===== src/rtl/wpss_pkg.sv =====
// Constants, register map and types of the power-state sequencer
//
// Notes on behaviour
// - Turn resources on or off from required set and per-resource enable/disable times.
// - Power-up order and content come from software registers, not fixed logic.
// - Loaded down-counters on the slow-clock rate time each regulator and switch.
// - Clock speed follows power state; slow clock used whenever it suffices.
// - Active powers everything required; regulators in PWM or burst mode by load current.
// - Entering doze turns off radio, analog front end, PLLs and ROMs.
// - Doze stops all main clocks; only the slow clock keeps the sequencer alive.
// - In doze the sequencer can wake the chip itself and return to active.
// - Entering doze puts external and baseband switching regulators into burst mode.
// - Power-down shuts every internal regulator and leaves no internal wake.
// - RAM clock runs only while the RAM is being accessed.
package wpss_pkg;

    localparam int NUM_RES = 8;
    localparam int RES_W   = 3;
    localparam int ADDR_W  = 8;

    // Timing: slow tick derived from the system clock
    localparam longint CLK_FREQ_HZ = 250000000;
    localparam longint SLOW_FREQ_HZ = 32768;
    localparam int     SLOW_DIV_CYC = int'(CLK_FREQ_HZ / SLOW_FREQ_HZ);

    // Register byte offsets
    localparam logic [ADDR_W-1:0] OFF_CTRL      = 8'h00;
    localparam logic [ADDR_W-1:0] OFF_STATUS    = 8'h04;
    localparam logic [ADDR_W-1:0] OFF_ACT_MASK  = 8'h08;
    localparam logic [ADDR_W-1:0] OFF_DOZE_MASK = 8'h0c;
    localparam logic [ADDR_W-1:0] OFF_WAKE      = 8'h10;
    localparam logic [ADDR_W-1:0] OFF_ORDER     = 8'h14;
    localparam logic [ADDR_W-1:0] OFF_CLKCFG    = 8'h18;
    localparam logic [ADDR_W-1:0] OFF_TIME0     = 8'h20;

    // Reset values
    localparam logic [NUM_RES-1:0] ACT_MASK_RST  = 8'hff;
    localparam logic [NUM_RES-1:0] DOZE_MASK_RST = 8'hc3;
    localparam logic [31:0]        ORDER_RST     = 32'h76543210;
    localparam logic [15:0]        TIME_RST      = 16'h0404;
    localparam logic [15:0]        WAKE_RST      = 16'h0000;
    localparam logic               CLKCFG_RST    = 1'b1;

    // Resource indices
    localparam int RES_CORE  = 0;
    localparam int RES_BBSW  = 1;
    localparam int RES_ROM   = 2;
    localparam int RES_PLL   = 3;
    localparam int RES_AFE   = 4;
    localparam int RES_RADIO = 5;
    localparam int RES_RAM   = 6;
    localparam int RES_IO    = 7;
    localparam logic [NUM_RES-1:0] DOZE_OFF_MASK = 8'h3c;

    // Field positions
    localparam int ORDER_FLD_W   = 4;
    localparam int TIME_UP_LSB   = 0;
    localparam int TIME_DN_LSB   = 8;
    localparam int TIME_FLD_W    = 8;
    localparam int STAT_PS_LSB   = 0;
    localparam int STAT_BUSY_BIT = 2;
    localparam int STAT_TGT_LSB  = 4;
    localparam int STAT_ON_LSB   = 8;
    localparam int STAT_CLK_LSB  = 16;

    localparam logic [1:0] RESP_OKAY   = 2'h0;
    localparam logic [1:0] RESP_SLVERR = 2'h2;

    typedef enum logic [1:0] {
        PS_ACTIVE = 2'h0,
        PS_DOZE   = 2'h1,
        PS_PDN    = 2'h2
    } wpss_pstate_e;

    typedef enum logic [1:0] {
        SQ_STABLE = 2'h0,
        SQ_SCAN   = 2'h1,
        SQ_WAIT   = 2'h3,
        SQ_DONE   = 2'h2
    } wpss_seq_e;

    typedef enum logic [1:0] {
        CK_OFF  = 2'h0,
        CK_SLOW = 2'h1,
        CK_FAST = 2'h2
    } wpss_clk_e;

endpackage : wpss_pkg


===== src/rtl/wpss_tick_div.sv =====
// Divider that makes the slow-clock rate enable pulse
`timescale 1ns/1ps
module wpss_tick_div #(
    parameter int DIV = 7629
) (
    input  wire logic clk_in,
    input  wire logic rst_n_in,
    output logic      tick_out
);
    logic [15:0] cnt_q;
    logic [15:0] cnt_d;
    logic        tick_d;

    always_comb begin
        tick_d = (cnt_q == 16'(DIV - 1));
        cnt_d  = tick_d ? 16'h0000 : cnt_q + 16'h0001;
    end

    always_ff @(posedge clk_in) begin
        if (!rst_n_in) begin
            cnt_q    <= 16'h0000;
            tick_out <= 1'b0;
        end else begin
            cnt_q    <= cnt_d;
            tick_out <= tick_d;
        end
    end
endmodule : wpss_tick_div


===== src/rtl/wpss_res_timer.sv =====
// Per-resource enable/disable down-counter on the slow tick
`timescale 1ns/1ps
module wpss_res_timer (
    input  wire logic       clk_in,
    input  wire logic       rst_n_in,
    input  wire logic       tick_in,
    input  wire logic       load_in,
    input  wire logic [7:0] value_in,
    output logic            busy_out
);
    logic [7:0] cnt_q;
    logic [7:0] cnt_d;

    always_comb begin
        cnt_d = cnt_q;
        if (load_in) begin
            cnt_d = value_in;
        end else if (tick_in && cnt_q != 8'h00) begin
            cnt_d = cnt_q - 8'h01;
        end
    end

    always_ff @(posedge clk_in) begin
        if (!rst_n_in) begin
            cnt_q <= 8'h00;
        end else begin
            cnt_q <= cnt_d;
        end
    end

    assign busy_out = (cnt_q != 8'h00);
endmodule : wpss_res_timer


===== src/rtl/wpss_top.sv =====
// Power-state sequencer with AXI4-Lite register slave
//
// The AXI4-Lite slave port and the register addresses were decided locally.
`timescale 1ns/1ps
module wpss_top
    import wpss_pkg::*;
#(
    parameter int SLOW_DIV = SLOW_DIV_CYC
) (
    input  wire logic               MCLK_IN,
    input  wire logic               NRST_IN,
    input  wire logic [ADDR_W-1:0]  AXI_AWADDR_IN,
    input  wire logic               AXI_AWVALID_IN,
    output logic                    AXI_AWREADY_OUT,
    input  wire logic [31:0]        AXI_WDATA_IN,
    input  wire logic [3:0]         AXI_WSTRB_IN,
    input  wire logic               AXI_WVALID_IN,
    output logic                    AXI_WREADY_OUT,
    output logic [1:0]              AXI_BRESP_OUT,
    output logic                    AXI_BVALID_OUT,
    input  wire logic               AXI_BREADY_IN,
    input  wire logic [ADDR_W-1:0]  AXI_ARADDR_IN,
    input  wire logic               AXI_ARVALID_IN,
    output logic                    AXI_ARREADY_OUT,
    output logic [31:0]             AXI_RDATA_OUT,
    output logic [1:0]              AXI_RRESP_OUT,
    output logic                    AXI_RVALID_OUT,
    input  wire logic               AXI_RREADY_IN,
    input  wire logic               LOAD_HI_IN,
    input  wire logic               REG_RESTORE_IN,
    input  wire logic               RAM_REQ_IN,
    output logic [NUM_RES-1:0]      RES_EN_OUT,
    output logic                    REG_PWM_OUT,
    output logic                    MAIN_CLK_EN_OUT,
    output logic [1:0]              CLK_SEL_OUT,
    output logic                    RAM_CLK_EN_OUT,
    output logic [1:0]              PSTATE_OUT,
    output logic                    SEQ_BUSY_OUT
);

    ////////////////////////////////////////////////////////////////////////////
    // Declarations
    logic                   aw_have_q, aw_have_d, w_have_q, w_have_d;
    logic [ADDR_W-1:0]      awaddr_q, awaddr_d;
    logic [31:0]            wdata_q, wdata_d;
    logic [3:0]             wstrb_q, wstrb_d;
    logic                   awrdy_d, wrdy_d, bvalid_d, arrdy_d, rvalid_d;
    logic [1:0]             bresp_d, rresp_d;
    logic [31:0]            rdata_d;
    logic                   wr_fire, wr_hit;
    logic [NUM_RES-1:0]     act_mask_q, act_mask_d, doze_mask_q, doze_mask_d;
    logic [15:0]            wake_q, wake_d;
    logic [31:0]            order_q, order_d;
    logic                   fast_en_q, fast_en_d;
    logic [15:0]            time_q [NUM_RES];
    logic [15:0]            time_d [NUM_RES];
    logic                   ctrl_wr;
    logic [1:0]             ctrl_val;

    logic                   load_meta_q, load_sync_q, rst_meta_q, rst_sync_q;
    logic                   tick;
    wpss_seq_e              sq_q, sq_d;
    wpss_pstate_e           ps_q, ps_d, tgt_q, tgt_d;
    logic [RES_W-1:0]       slot_q, slot_d, cur_q, cur_d;
    logic [NUM_RES-1:0]     on_q, on_d, want, ld, busy;
    logic [15:0]            wcnt_q, wcnt_d;
    logic [7:0]             ld_val;
    logic [RES_W-1:0]       res_of_slot;
    wpss_clk_e              clk_d;
    logic                   pwm_d, mclk_d, ram_d;
    logic [1:0]             clk_q;

    ////////////////////////////////////////////////////////////////////////////
    // Slow tick and per-resource counters
    wpss_tick_div #(.DIV(SLOW_DIV)) u_div (
        .clk_in   (MCLK_IN),
        .rst_n_in (NRST_IN),
        .tick_out (tick)
    );

    for (genvar g = 0; g < NUM_RES; g++) begin : g_tmr
        wpss_res_timer u_tmr (
            .clk_in   (MCLK_IN),
            .rst_n_in (NRST_IN),
            .tick_in  (tick),
            .load_in  (ld[g]),
            .value_in (ld_val),
            .busy_out (busy[g])
        );
    end

    ////////////////////////////////////////////////////////////////////////////
    // AXI4-Lite slave and configuration registers
    function automatic logic [31:0] merge(input logic [31:0] old, input logic [31:0] nw,
                                          input logic [3:0] strb);
        logic [31:0] r;
        r = old;
        for (int b = 0; b < 4; b++) begin
            if (strb[b]) begin
                r[8*b +: 8] = nw[8*b +: 8];
            end
        end
        return r;
    endfunction : merge

    function automatic logic [31:0] rd_mux(input logic [ADDR_W-1:0] a, output logic hit);
        logic [31:0] r;
        r   = 32'h0000_0000;
        hit = 1'b1;
        case (a)
            OFF_CTRL:      r[1:0] = tgt_q;
            OFF_STATUS: begin
                r[STAT_PS_LSB +: 2]        = ps_q;
                r[STAT_BUSY_BIT]           = (sq_q != SQ_STABLE);
                r[STAT_TGT_LSB +: 2]       = tgt_q;
                r[STAT_ON_LSB +: NUM_RES]  = on_q;
                r[STAT_CLK_LSB +: 2]       = clk_q;
            end
            OFF_ACT_MASK:  r[NUM_RES-1:0] = act_mask_q;
            OFF_DOZE_MASK: r[NUM_RES-1:0] = doze_mask_q;
            OFF_WAKE:      r[15:0] = wake_q;
            OFF_ORDER:     r = order_q;
            OFF_CLKCFG:    r[0] = fast_en_q;
            default: begin
                hit = 1'b0;
                for (int i = 0; i < NUM_RES; i++) begin
                    if (a == OFF_TIME0 + ADDR_W'(4 * i)) begin
                        r[15:0] = time_q[i];
                        hit     = 1'b1;
                    end
                end
            end
        endcase
        return r;
    endfunction : rd_mux

    always_comb begin
        logic        rhit;
        logic [31:0] wm;
        logic [31:0] rv;
        rhit        = 1'b0;
        wm          = 32'h0000_0000;
        rv          = 32'h0000_0000;
        aw_have_d   = aw_have_q;
        w_have_d    = w_have_q;
        awaddr_d    = awaddr_q;
        wdata_d     = wdata_q;
        wstrb_d     = wstrb_q;
        bvalid_d    = AXI_BVALID_OUT;
        bresp_d     = AXI_BRESP_OUT;
        rvalid_d    = AXI_RVALID_OUT;
        rresp_d     = AXI_RRESP_OUT;
        rdata_d     = AXI_RDATA_OUT;
        act_mask_d  = act_mask_q;
        doze_mask_d = doze_mask_q;
        wake_d      = wake_q;
        order_d     = order_q;
        fast_en_d   = fast_en_q;
        time_d      = time_q;
        ctrl_wr     = 1'b0;
        ctrl_val    = 2'h0;
        wr_hit      = 1'b1;
        if (AXI_AWVALID_IN && AXI_AWREADY_OUT) begin
            aw_have_d = 1'b1;
            awaddr_d  = AXI_AWADDR_IN;
        end
        if (AXI_WVALID_IN && AXI_WREADY_OUT) begin
            w_have_d = 1'b1;
            wdata_d  = AXI_WDATA_IN;
            wstrb_d  = AXI_WSTRB_IN;
        end
        if (AXI_BVALID_OUT && AXI_BREADY_IN) begin
            bvalid_d = 1'b0;
        end
        wr_fire = aw_have_q && w_have_q && !AXI_BVALID_OUT;
        if (wr_fire) begin
            case (awaddr_q)
                OFF_CTRL: begin
                    wm       = merge(32'h0000_0000, wdata_q, wstrb_q);
                    ctrl_wr  = wstrb_q[0];
                    ctrl_val = wm[1:0];
                end
                OFF_STATUS:    wr_hit = 1'b1;
                OFF_ACT_MASK: begin
                    wm         = merge({24'h000000, act_mask_q}, wdata_q, wstrb_q);
                    act_mask_d = wm[NUM_RES-1:0];
                end
                OFF_DOZE_MASK: begin
                    wm          = merge({24'h000000, doze_mask_q}, wdata_q, wstrb_q);
                    doze_mask_d = wm[NUM_RES-1:0];
                end
                OFF_WAKE: begin
                    wm     = merge({16'h0000, wake_q}, wdata_q, wstrb_q);
                    wake_d = wm[15:0];
                end
                OFF_ORDER:     order_d = merge(order_q, wdata_q, wstrb_q);
                OFF_CLKCFG: begin
                    wm        = merge({31'h0, fast_en_q}, wdata_q, wstrb_q);
                    fast_en_d = wm[0];
                end
                default: begin
                    wr_hit = 1'b0;
                    for (int i = 0; i < NUM_RES; i++) begin
                        if (awaddr_q == OFF_TIME0 + ADDR_W'(4 * i)) begin
                            wm        = merge({16'h0000, time_q[i]}, wdata_q, wstrb_q);
                            time_d[i] = wm[15:0];
                            wr_hit    = 1'b1;
                        end
                    end
                end
            endcase
            aw_have_d = 1'b0;
            w_have_d  = 1'b0;
            bvalid_d  = 1'b1;
            bresp_d   = wr_hit ? RESP_OKAY : RESP_SLVERR;
        end
        if (AXI_RVALID_OUT && AXI_RREADY_IN) begin
            rvalid_d = 1'b0;
        end
        if (AXI_ARVALID_IN && AXI_ARREADY_OUT) begin
            rv       = rd_mux(AXI_ARADDR_IN, rhit);
            rvalid_d = 1'b1;
            rdata_d  = rv;
            rresp_d  = rhit ? RESP_OKAY : RESP_SLVERR;
        end
        awrdy_d = !aw_have_d && !bvalid_d;
        wrdy_d  = !w_have_d && !bvalid_d;
        arrdy_d = !rvalid_d;
    end

    ////////////////////////////////////////////////////////////////////////////
    // Sequencer
    always_comb begin
        logic up;
        up          = (tgt_q == PS_ACTIVE);
        // doze drops radio, front end, PLLs, ROMs
        case (tgt_q)
            PS_ACTIVE: want = act_mask_q;
            PS_DOZE:   want = doze_mask_q & ~DOZE_OFF_MASK;
            default:   want = '0;
        endcase
        res_of_slot = order_q[ORDER_FLD_W * (up ? int'(slot_q) : NUM_RES - 1 - int'(slot_q))
                              +: RES_W];
        sq_d   = sq_q;
        ps_d   = ps_q;
        tgt_d  = tgt_q;
        slot_d = slot_q;
        cur_d  = cur_q;
        on_d   = on_q;
        wcnt_d = wcnt_q;
        ld     = '0;
        ld_val = 8'h00;
        case (sq_q)
            SQ_STABLE: begin
                if (ps_q == PS_PDN) begin
                    // only the outside restore leaves power-down
                    if (rst_sync_q) begin
                        tgt_d = PS_ACTIVE;
                    end
                end else if (ctrl_wr && ctrl_val <= 2'(PS_PDN)) begin
                    tgt_d = wpss_pstate_e'(ctrl_val);
                end else if (ps_q == PS_DOZE && wake_q != 16'h0000) begin
                    // self wake after programmed slow ticks
                    if (tick) begin
                        wcnt_d = wcnt_q + 16'h0001;
                    end
                    if (wcnt_q >= wake_q) begin
                        tgt_d = PS_ACTIVE;
                    end
                end
                // Target resets to active, so power-down must wait for the restore
                if ((ps_q != PS_PDN || rst_sync_q) && (tgt_d != ps_q || want != on_q)) begin
                    sq_d   = SQ_SCAN;
                    slot_d = '0;
                    wcnt_d = 16'h0000;
                end
            end
            SQ_SCAN: begin
                // switch the resource if required set differs
                cur_d = res_of_slot;
                if (want[res_of_slot] != on_q[res_of_slot]) begin
                    on_d[res_of_slot] = want[res_of_slot];
                    ld[res_of_slot]   = 1'b1;
                    ld_val = want[res_of_slot]
                           ? time_q[res_of_slot][TIME_UP_LSB +: TIME_FLD_W]
                           : time_q[res_of_slot][TIME_DN_LSB +: TIME_FLD_W];
                    sq_d   = SQ_WAIT;
                end else if (slot_q == RES_W'(NUM_RES - 1)) begin
                    sq_d = SQ_DONE;
                end else begin
                    slot_d = slot_q + 1'b1;
                end
            end
            SQ_WAIT: begin
                if (!busy[cur_q]) begin
                    if (slot_q == RES_W'(NUM_RES - 1)) begin
                        sq_d = SQ_DONE;
                    end else begin
                        slot_d = slot_q + 1'b1;
                        sq_d   = SQ_SCAN;
                    end
                end
            end
            SQ_DONE: begin
                // report only once every counter is idle
                if (busy == '0) begin
                    ps_d = tgt_q;
                    sq_d = SQ_STABLE;
                end
            end
            default: sq_d = SQ_STABLE;
        endcase
    end

    ////////////////////////////////////////////////////////////////////////////
    // Clocks and regulator modes
    always_comb begin
        // off unless target is active; fast only when active, settled, enabled and heavily loaded, else slow
        if (ps_q == PS_ACTIVE && tgt_q == PS_ACTIVE && sq_q == SQ_STABLE) begin
            clk_d = (fast_en_q && load_sync_q) ? CK_FAST : CK_SLOW;
        end else if (tgt_q == PS_ACTIVE) begin
            clk_d = CK_SLOW;
        end else begin
            clk_d = CK_OFF;
        end
        mclk_d = (clk_d != CK_OFF);
        // PWM when target is active and heavily loaded, burst otherwise
        pwm_d  = (tgt_q == PS_ACTIVE) && load_sync_q;
        ram_d  = RAM_REQ_IN && mclk_d && on_q[RES_RAM];
    end

    ////////////////////////////////////////////////////////////////////////////
    // Registers
    always_ff @(posedge MCLK_IN) begin
        if (!NRST_IN) begin
            aw_have_q       <= 1'b0;
            w_have_q        <= 1'b0;
            awaddr_q        <= '0;
            wdata_q         <= 32'h0000_0000;
            wstrb_q         <= 4'h0;
            AXI_AWREADY_OUT <= 1'b0;
            AXI_WREADY_OUT  <= 1'b0;
            AXI_BVALID_OUT  <= 1'b0;
            AXI_BRESP_OUT   <= RESP_OKAY;
            AXI_ARREADY_OUT <= 1'b0;
            AXI_RVALID_OUT  <= 1'b0;
            AXI_RRESP_OUT   <= RESP_OKAY;
            AXI_RDATA_OUT   <= 32'h0000_0000;
            act_mask_q      <= ACT_MASK_RST;
            doze_mask_q     <= DOZE_MASK_RST;
            wake_q          <= WAKE_RST;
            order_q         <= ORDER_RST;
            fast_en_q       <= CLKCFG_RST;
            for (int i = 0; i < NUM_RES; i++) begin
                time_q[i] <= TIME_RST;
            end
            load_meta_q     <= 1'b0;
            load_sync_q     <= 1'b0;
            rst_meta_q      <= 1'b0;
            rst_sync_q      <= 1'b0;
            sq_q            <= SQ_STABLE;
            ps_q            <= PS_PDN;
            tgt_q           <= PS_ACTIVE;
            slot_q          <= '0;
            cur_q           <= '0;
            on_q            <= '0;
            wcnt_q          <= 16'h0000;
            clk_q           <= CK_OFF;
            RES_EN_OUT      <= '0;
            REG_PWM_OUT     <= 1'b0;
            MAIN_CLK_EN_OUT <= 1'b0;
            CLK_SEL_OUT     <= CK_OFF;
            RAM_CLK_EN_OUT  <= 1'b0;
            PSTATE_OUT      <= PS_PDN;
            SEQ_BUSY_OUT    <= 1'b0;
        end else begin
            aw_have_q       <= aw_have_d;
            w_have_q        <= w_have_d;
            awaddr_q        <= awaddr_d;
            wdata_q         <= wdata_d;
            wstrb_q         <= wstrb_d;
            AXI_AWREADY_OUT <= awrdy_d;
            AXI_WREADY_OUT  <= wrdy_d;
            AXI_BVALID_OUT  <= bvalid_d;
            AXI_BRESP_OUT   <= bresp_d;
            AXI_ARREADY_OUT <= arrdy_d;
            AXI_RVALID_OUT  <= rvalid_d;
            AXI_RRESP_OUT   <= rresp_d;
            AXI_RDATA_OUT   <= rdata_d;
            act_mask_q      <= act_mask_d;
            doze_mask_q     <= doze_mask_d;
            wake_q          <= wake_d;
            order_q         <= order_d;
            fast_en_q       <= fast_en_d;
            time_q          <= time_d;
            load_meta_q     <= LOAD_HI_IN;
            load_sync_q     <= load_meta_q;
            rst_meta_q      <= REG_RESTORE_IN;
            rst_sync_q      <= rst_meta_q;
            sq_q            <= sq_d;
            ps_q            <= ps_d;
            tgt_q           <= tgt_d;
            slot_q          <= slot_d;
            cur_q           <= cur_d;
            on_q            <= on_d;
            wcnt_q          <= wcnt_d;
            clk_q           <= clk_d;
            RES_EN_OUT      <= on_d;
            REG_PWM_OUT     <= pwm_d;
            MAIN_CLK_EN_OUT <= mclk_d;
            CLK_SEL_OUT     <= clk_d;
            RAM_CLK_EN_OUT  <= ram_d;
            PSTATE_OUT      <= ps_d;
            SEQ_BUSY_OUT    <= (sq_d != SQ_STABLE);
        end
    end

endmodule : wpss_top


===== config.mk =====
export PLATFORM = sky130hd
export DESIGN_NAME = wpss_top
export DESIGN_NICKNAME = d
export VERILOG_FILES = /design/src/rtl/wpss_pkg.sv /design/src/rtl/wpss_tick_div.sv /design/src/rtl/wpss_res_timer.sv /design/src/rtl/wpss_top.sv
export SDC_FILE = /design/constraint.sdc
export NUM_CORES = 1
export LEC_CHECK = 0
export ABC_AREA = 0
export BUFFER_PORTS_ARGS = -buffer_cell sky130_fd_sc_hd__clkbuf_2
export CORE_ASPECT_RATIO = 1.25
export CORE_MARGIN = 2
export CORE_UTILIZATION = 50
export CTS_BUF_LIST = sky130_fd_sc_hd__clkbuf_8
export DETAILED_ROUTE_END_ITERATION = 8
export GPL_ROUTABILITY_DRIVEN = 0
export MAX_ROUTING_LAYER = met4
export PLACE_DENSITY_LB_ADDON = 0.15
export SYNTH_ARGS = -nofsm -noshare
export SYNTH_HDL_FRONTEND = slang
export SYNTH_HIERARCHICAL = 1
export SYNTH_SLANG_ARGS = --single-unit

===== constraint.sdc =====
create_clock -name MCLK_IN -period 7.89 [get_ports MCLK_IN]
set_input_delay 1.578 -clock MCLK_IN [delete_from_list [all_inputs] [get_ports MCLK_IN]]
set_output_delay 1.578 -clock MCLK_IN [all_outputs]
set_load 0.01 [all_outputs]

==> results.rst, run 1 <==
.. list-table::
   :header-rows: 1

   * - Metric
     - Value
   * - Clock edge transition at the registers on the reported setup and hold paths
     - roughly 70 ps
   * - Number of violations of the max-capacitance limit
     - 0
   * - Number of clock buffers inserted by TritonCTS
     - just under 70
   * - Worst Hold Slack
     - about 450 ps
   * - Portion of the post-synthesis area used by sequential elements
     - about two fifths
   * - Worst setup path class
     - reg -> reg
   * - Leading cell type in the layout, fill and taps excluded
     - sky130_fd_sc_hd__dfxtp_1
   * - Total power divided by cell area
     - between 200 and 250 mW/mm^2
   * - Total leakage power
     - between 8 and 9 nW
   * - Syn_area_per_cell
     - about 8.5 sq um
   * - Stage delay of the slowest cell on the critical path
     - 1050 ps
   * - Xor and xnor fraction of the mapped netlist area
     - 1.15%
   * - Area of the multi-input gates
     - between 0.01 and 0.015 sq mm
   * - Post-synth EDFFs
     - 0
   * - Placement row count
     - 83
   * - Dominant combinational cell family by area after synthesis
     - simple AND/OR/NAND/NOR gates
   * - Horiz. Die Dim
     - roughly 190 microns
   * - Post-synthesis cell count
     - ~2400
   * - Buffers from clock root to sink, at most
     - 3
   * - Insertion delay of the later-clocked pin in the worst-skew pair
     - roughly 670 ps
   * - Average vias per placed instance
     - between 6 and 7
   * - Distinct cell type count of the synthesized netlist
     - 81
   * - Proportion of synthesized area in mux cells
     - between 10% and 20%
   * - Worst path top cell family by delay
     - multiplexers
   * - Average detailed-routed wire length per instance
     - 21.7 microns
   * - Initial drt markers
     - just under 2000
   * - Final worst-path cycle share
     - a little under three quarters
   * - Sink Count
     - around 400
   * - Share of cells above drive strength 1
     - about 13%
   * - Setup total negative slack
     - 0 ps
   * - Wire length of the first global-routing pass
     - around 100000 microns
   * - Maximum clock rate
     - about 180 MHz
   * - CTS H-tree lvls
     - 3
   * - Chip Height
     - around 230 microns
   * - Most frequent cells in the layout
     - sky130_fd_sc_hd__dfxtp_1 (404), sky130_fd_sc_hd__nand2_1 (288), sky130_fd_sc_hd__nor2_1 (253), sky130_fd_sc_hd__mux2i_1 (210), sky130_fd_sc_hd__a21oi_1 (151)
   * - Worst Path Required
     - between 8000 and 9000 ps
   * - Maximum number of pins on one net before global-route repair
     - ~140
   * - Placed cell count
     - between 2000 and 3000
   * - Initial antenna violation count
     - 2
   * - Main synth FF type
     - sky130_fd_sc_hd__dfxtp_1
   * - Count of input and output buffers
     - approximately 120
   * - Final hold viol count
     - 0
   * - Critical path, cell by cell
     - mux4_2, mux4_2, clkinv_1, nor2_1, a22oi_1, and4_1, mux2i_4, nor2_1, nor2b_1, o2111a_1, a311o_1
   * - Post-CTS setup repair buffer count
     - 0
   * - Core box area
     - ~0.041 sq mm
   * - Worst vdd ir
     - roughly 0.00013 V
   * - HPWL Detailed
     - between 40000 and 50000 microns
   * - Dpl cell area
     - approximately 0.021 sq mm
   * - Share of synthesized flip-flops with an asynchronous set or reset
     - 0%
   * - Worst path slowest cell
     - sky130_fd_sc_hd__dfxtp_1
   * - Routed Wire Length
     - around 67000 microns
   * - Total via count in the routed design
     - between 15000 and 20000
   * - Compound-gate portion of the synthesized area
     - a little under a fifth
   * - Total Die Area
     - 0.0427 sq mm
   * - Arithmetic-cell share of the synthesized area counting full adders, half adders and majority gates
     - under 10%
   * - Total I/O pin count
     - 119
   * - Finished layout cell area
     - around 0.023 sq mm
   * - Run status
     - completed
   * - Number of slew-limit violations in the final report
     - 0
   * - Total number of yosys warnings
     - 6
   * - Synthesis-to-finish area growth
     - 10.6%
   * - Count of endpoints failing setup in the final report
     - 0
   * - Initial standard-cell utilization of the core
     - approximately half
   * - First-pass DRT Iterations
     - 9
   * - Flip-flop and latch count after synthesis
     - 405
   * - Class of the tightest hold or removal check
     - reg -> reg
   * - Worst-margin pin slew
     - roughly 1300 ps
   * - Number of cells upsized or downsized after cts
     - 0
   * - Post-layout nets
     - 2561
   * - Layout Skew
     - 36.9 ps
   * - Total gr overflow
     - 0
   * - Minimum period implied by the final worst setup slack
     - approximately 5600 ps
   * - Endpoint arrival time on the critical path
     - about 6000 ps
   * - Crit end category
     - flop
   * - Synth Area in Simple Gates
     - a little over a fifth
   * - TritonCTS clock tree
     - yes
   * - Cell area after technology mapping
     - about 0.02 sq mm
   * - Hold-fix buffer count after cts
     - 0
   * - Crit-path max FO
     - 29
   * - Buf/Inv on CP
     - 1
   * - Vias in the first global route
     - 18300
   * - Total DRC errors in the routed layout
     - 0
   * - Element type at the critical path start
     - flop
   * - Setup repair after global routing missed its margin
     - false
   * - Residual antenna-violating net count after detailed routing
     - 0
   * - Register area
     - a little over 0.008 sq mm
   * - Non-filler instance count after layout
     - ~3100
   * - Final-layout fill cell count
     - roughly 3900
   * - Relative slew slack
     - a little under an eighth
   * - Buffer cell driving the clock tree root
     - sky130_fd_sc_hd__clkbuf_8
   * - Overall fraction of global-route tracks in use
     - between 30% and 40%
cell usage after synthesis, drive strengths merged (18+ instances only):
master / n / area share [%]
buf: 42 / 1.5
mux2i: 213 / 11
clkbuf: 114 / 2.1
nand2b: 25 / 0.76
dfxtp: 405 / 39
or3: 19 / 0.58
a21oi: 151 / 3.7
ha: 29 / 1.8
or4b: 26 / 1.3
xnor2: 18 / 0.77
inv: 72 / 1.3
o21ai: 109 / 2.7
nand4: 21 / 0.64
nand3: 60 / 1.5
nand3b: 19 / 0.69
and3: 27 / 0.82
a22oi: 40 / 1.5
a31oi: 42 / 1.3
nor4: 40 / 1.2
nor2: 260 / 4.8
o22ai: 50 / 1.5
nand2: 288 / 5.3
nor3: 29 / 0.71
routing by layer:
metal,global-route usage (%),up-vias,wire [microns]
met5,-,-,0
li1,-,8951,-
met4,19.2,0,4000
met3,4.83,234,5080
met2,48.9,943,30600
met1,39.4,9304,27200
cells by family (layout without fill, tap and decap cells):
logic type | count (synthesis) | count (layout)
compound gates | 575 | 575
xor+xnor | 27 | 27
fa+ha+maj | 29 | 29
buf+inv | 230 | 338
flops | 405 | 405
mux | 234 | 234
other cells | 1 | 4
simple gates | 909 | 909
state kept, by name (all words and copies together), names as in the netlist, 4 cells and up:
| register | flops |
|---|---|
| AXI_RDATA_OUT | 32 |
| time_q | 128 |
| u_div/cnt_q | 16 |
| wcnt_q | 16 |
| wstrb_q | 4 |
| order_q | 32 |
| wake_q | 16 |
| act_mask_q | 8 |
| doze_mask_q | 8 |
| wdata_q | 32 |
| g_tmr.u_tmr/cnt_q | 64 |
| awaddr_q | 8 |
| on_q | 8 |
final cells by class:
type / instances / share of cell area [%]
Antenna cell: 2 / 0.0220
Clock inverter: 35 / 0.992
Inverter: 74 / 1.25
Tap cell: 552 / 3.04
Clock buffer: 85 / 5.15
Multi-Input combinational cell: 1776 / 50.3
Timing Repair Buffer: 144 / 3.49
Sequential cell: 405 / 35.7
power by group:
| part | internal, mW | total (mW) | switching [mW] | leakage [nW] |
|---|---|---|---|---|
| combinational | 0.388 | 1.08 | 0.693 | 4.28 |
| clock | 1.04 | 1.93 | 0.886 | 0.796 |
| sequential | 2.11 | 2.23 | 0.120 | 3.27 |
worst paths after layout:
check                                 from                       to  slack, ps  cells after the start
worst max-delay path             slot_q[1]  g_tmr[6].u_tmr/cnt_q[1]       2280                     11
worst min-delay path            rst_meta_q               rst_sync_q        450                      1
worst max register to register   slot_q[1]  g_tmr[6].u_tmr/cnt_q[1]       2280                     11
worst min register to register  rst_meta_q               rst_sync_q        450                      1
stage by stage:
step | util [%] | power, mW | worst slack [ps]
2_1_floorplan | - | 3.01 | 4310
3_3_place_gp | 52.2 | 3.30 | 2550
3_5_place_dp | 52.2 | 3.32 | 2430
4_1_cts | 55.6 | 5.25 | 2410
5_1_grt | 55.6 | 5.46 | 1950
6_report | 55.6 | 5.24 | 2280
Power figures use the tool's default switching activity.
==> inputs of run 2 (changes only) <==
clock period = 5.3 ns   (was 7.89 ns; I/O delays follow)
==> results.rst, run 2 (synthesis gave the netlist of run 1 again) <==
.. list-table::
   :header-rows: 1

   * - Metric
     - Value
   * - Setup total negative slack
     - 0 ps
   * - Number of slew-limit violations in the final report
     - 0
   * - Most frequent cells in the layout
     - sky130_fd_sc_hd__dfxtp_1 (404), sky130_fd_sc_hd__nand2_1 (288), sky130_fd_sc_hd__nor2_1 (254), sky130_fd_sc_hd__mux2i_1 (210), sky130_fd_sc_hd__a21oi_1 (151)
   * - Maximum number of pins on one net before global-route repair
     - 110
   * - Post-CTS setup repair buffer count
     - 0
   * - Synthesis-to-finish area growth
     - 10.7%
   * - Relative slew slack
     - 13.6%
   * - Dpl cell area
     - 0.0214 sq mm
   * - Total gr overflow
     - 0
   * - HPWL Detailed
     - about 46000 microns
   * - Power dissipated by switching net loads
     - 2.55 mW
   * - Endpoint arrival time on the critical path
     - a little over 5000 ps
   * - Placement row count
     - 83
   * - Sink Count
     - slightly above 400
   * - Internal power component
     - 5.22 mW
   * - Total DRC errors in the routed layout
     - 0
   * - Number of cells upsized or downsized after cts
     - 0
   * - Gate power share
     - 21.8%
   * - Insertion delay of the later-clocked pin in the worst-skew pair
     - about 660 ps
   * - Buffer cell driving the clock tree root
     - sky130_fd_sc_hd__clkbuf_8
   * - Average detailed-routed wire length per instance
     - about 22 microns
   * - Initial antenna violation count
     - 1
   * - Flip-flop count of the largest register after layout
     - approximately 130
   * - Worst vdd ir
     - 0.000266 V
   * - Worst setup path class
     - reg -> reg
   * - Total I/O pin count
     - roughly 120
   * - Clock edge transition at the registers on the reported setup and hold paths
     - around 60 ps
   * - Minimum period implied by the final worst setup slack
     - between 4000 and 5000 ps
   * - TritonCTS clock tree
     - yes
   * - Total power divided by cell area
     - between 300 and 400 mW/mm^2
   * - Initial standard-cell utilization of the core
     - 50.3%
   * - Leading cell type in the layout, fill and taps excluded
     - sky130_fd_sc_hd__dfxtp_1
   * - Layout Skew
     - 31.8 ps
   * - Maximum clock rate
     - 216 MHz
   * - Part of the total power dissipated in the clock network
     - 35.6%
   * - Finished layout cell area
     - roughly 0.023 sq mm
   * - CTS H-tree lvls
     - 3
   * - Core box area
     - between 0.04 and 0.05 sq mm
   * - Hold-fix buffer count after cts
     - 0
   * - Number of violations of the max-capacitance limit
     - 0
   * - Final hold viol count
     - 0
   * - Register area
     - 0.00811 sq mm
   * - Number of clock buffers inserted by TritonCTS
     - 67
   * - Run status
     - completed
   * - Worst Path Required
     - 5820 ps
   * - Horiz. Die Dim
     - between 150 and 200 microns
   * - Count of input and output buffers
     - around 120
   * - Switching Share
     - between 30% and 40%
   * - Crit-path max FO
     - 16
   * - Average vias per placed instance
     - ~6.3
   * - Post-layout nets
     - 2574
   * - Register share of total power
     - a little over two fifths
   * - Initial drt markers
     - roughly 2000
   * - Area of the multi-input gates
     - roughly 0.011 sq mm
   * - Residual antenna-violating net count after detailed routing
     - 0
   * - Buffers from clock root to sink, at most
     - 3
   * - Count of endpoints failing setup in the final report
     - 0
   * - Wire length of the first global-routing pass
     - slightly above 100000 microns
   * - Vias in the first global route
     - 18400
   * - Largest registers
     - time_q x128, g_tmr.u_tmr/cnt_q x64
   * - Setup repair after global routing missed its margin
     - false
   * - Worst Hold Slack
     - between 400 and 500 ps
   * - Largest Register
     - time_q
   * - Tot Pwr
     - roughly 8 mW
   * - Total via count in the routed design
     - between 15000 and 20000
   * - Final worst-path cycle share
     - 87.3%
   * - First-pass DRT Iterations
     - 6
   * - Final-layout fill cell count
     - 3806
   * - Routed Wire Length
     - just under 70000 microns
   * - Worst-margin pin slew
     - 1290 ps
   * - Class of the tightest hold or removal check
     - reg -> reg
   * - Share of cells above drive strength 1
     - approximately an eighth
   * - Total Die Area
     - about 0.043 sq mm
   * - Overall fraction of global-route tracks in use
     - approximately 32%
   * - Chip Height
     - 231 microns
   * - Total leakage power
     - between 8 and 9 nW
   * - Element type at the critical path start
     - flop
   * - Crit end category
     - flop
run 2: layout make-up:
cell class / instances / share of cell area (%)
antenna: 1 / 0.0110
tap: 552 / 3.04
multi-input combinational: 1776 / 50.2
clock inverter: 30 / 0.743
inverter: 74 / 1.24
sequential: 405 / 35.7
clock buffer: 83 / 5.02
timing repair buffer: 159 / 4.04
run 2: power by group through the flow:
stage                     sequential, mW  combinational, mW  clock [mW]
after floorplan                     3.30               1.19           0
after CTS                           3.30               1.66        2.81
after global placement              3.37               1.64           0
after detailed placement            3.37               1.66           0
final                               3.31               1.70        2.76
after global routing                3.32               1.81        2.93
run 2: final timing paths:
check,start,to,slack [ps],cells past startpoint
worst min-delay path,rst_meta_q,rst_sync_q,430,1
worst max register to register,tgt_q[0],g_tmr[7].u_tmr/cnt_q[5],670,11
worst min register to register,rst_meta_q,rst_sync_q,430,1
worst max-delay path,tgt_q[0],g_tmr[7].u_tmr/cnt_q[5],670,11
run 2: through the flow:
step	cells	worst slack (ps)	utilization, %
2_1_floorplan	2411	1720	-
3_5_place_dp	2966	744	52.5
4_1_cts	3079	721	55.7
5_1_grt	3080	408	55.7
3_3_place_gp	2966	767	52.5
6_report	3080	675	55.7
run 2: critical path, cell delays in order, from the launching register on:
cell,delay [ps]
sky130_fd_sc_hd__dfxtp_1,320
sky130_fd_sc_hd__nor2_2,500
sky130_fd_sc_hd__mux4_2,650
sky130_fd_sc_hd__o32ai_1,330
sky130_fd_sc_hd__o21ai_1,100
sky130_fd_sc_hd__o221a_1,280
sky130_fd_sc_hd__o21ai_4,470
sky130_fd_sc_hd__mux2i_4,590
sky130_fd_sc_hd__nor2_1,320
sky130_fd_sc_hd__or4b_2,680
sky130_fd_sc_hd__o32ai_1,150
sky130_fd_sc_hd__a211oi_1,80
run 2: per-layer routing:
layer	wire, microns	GRT usage, %
met1	27000	39.1
met2	31400	51.0
met3	5620	4.76
met4	3660	18.4
met5	0	-
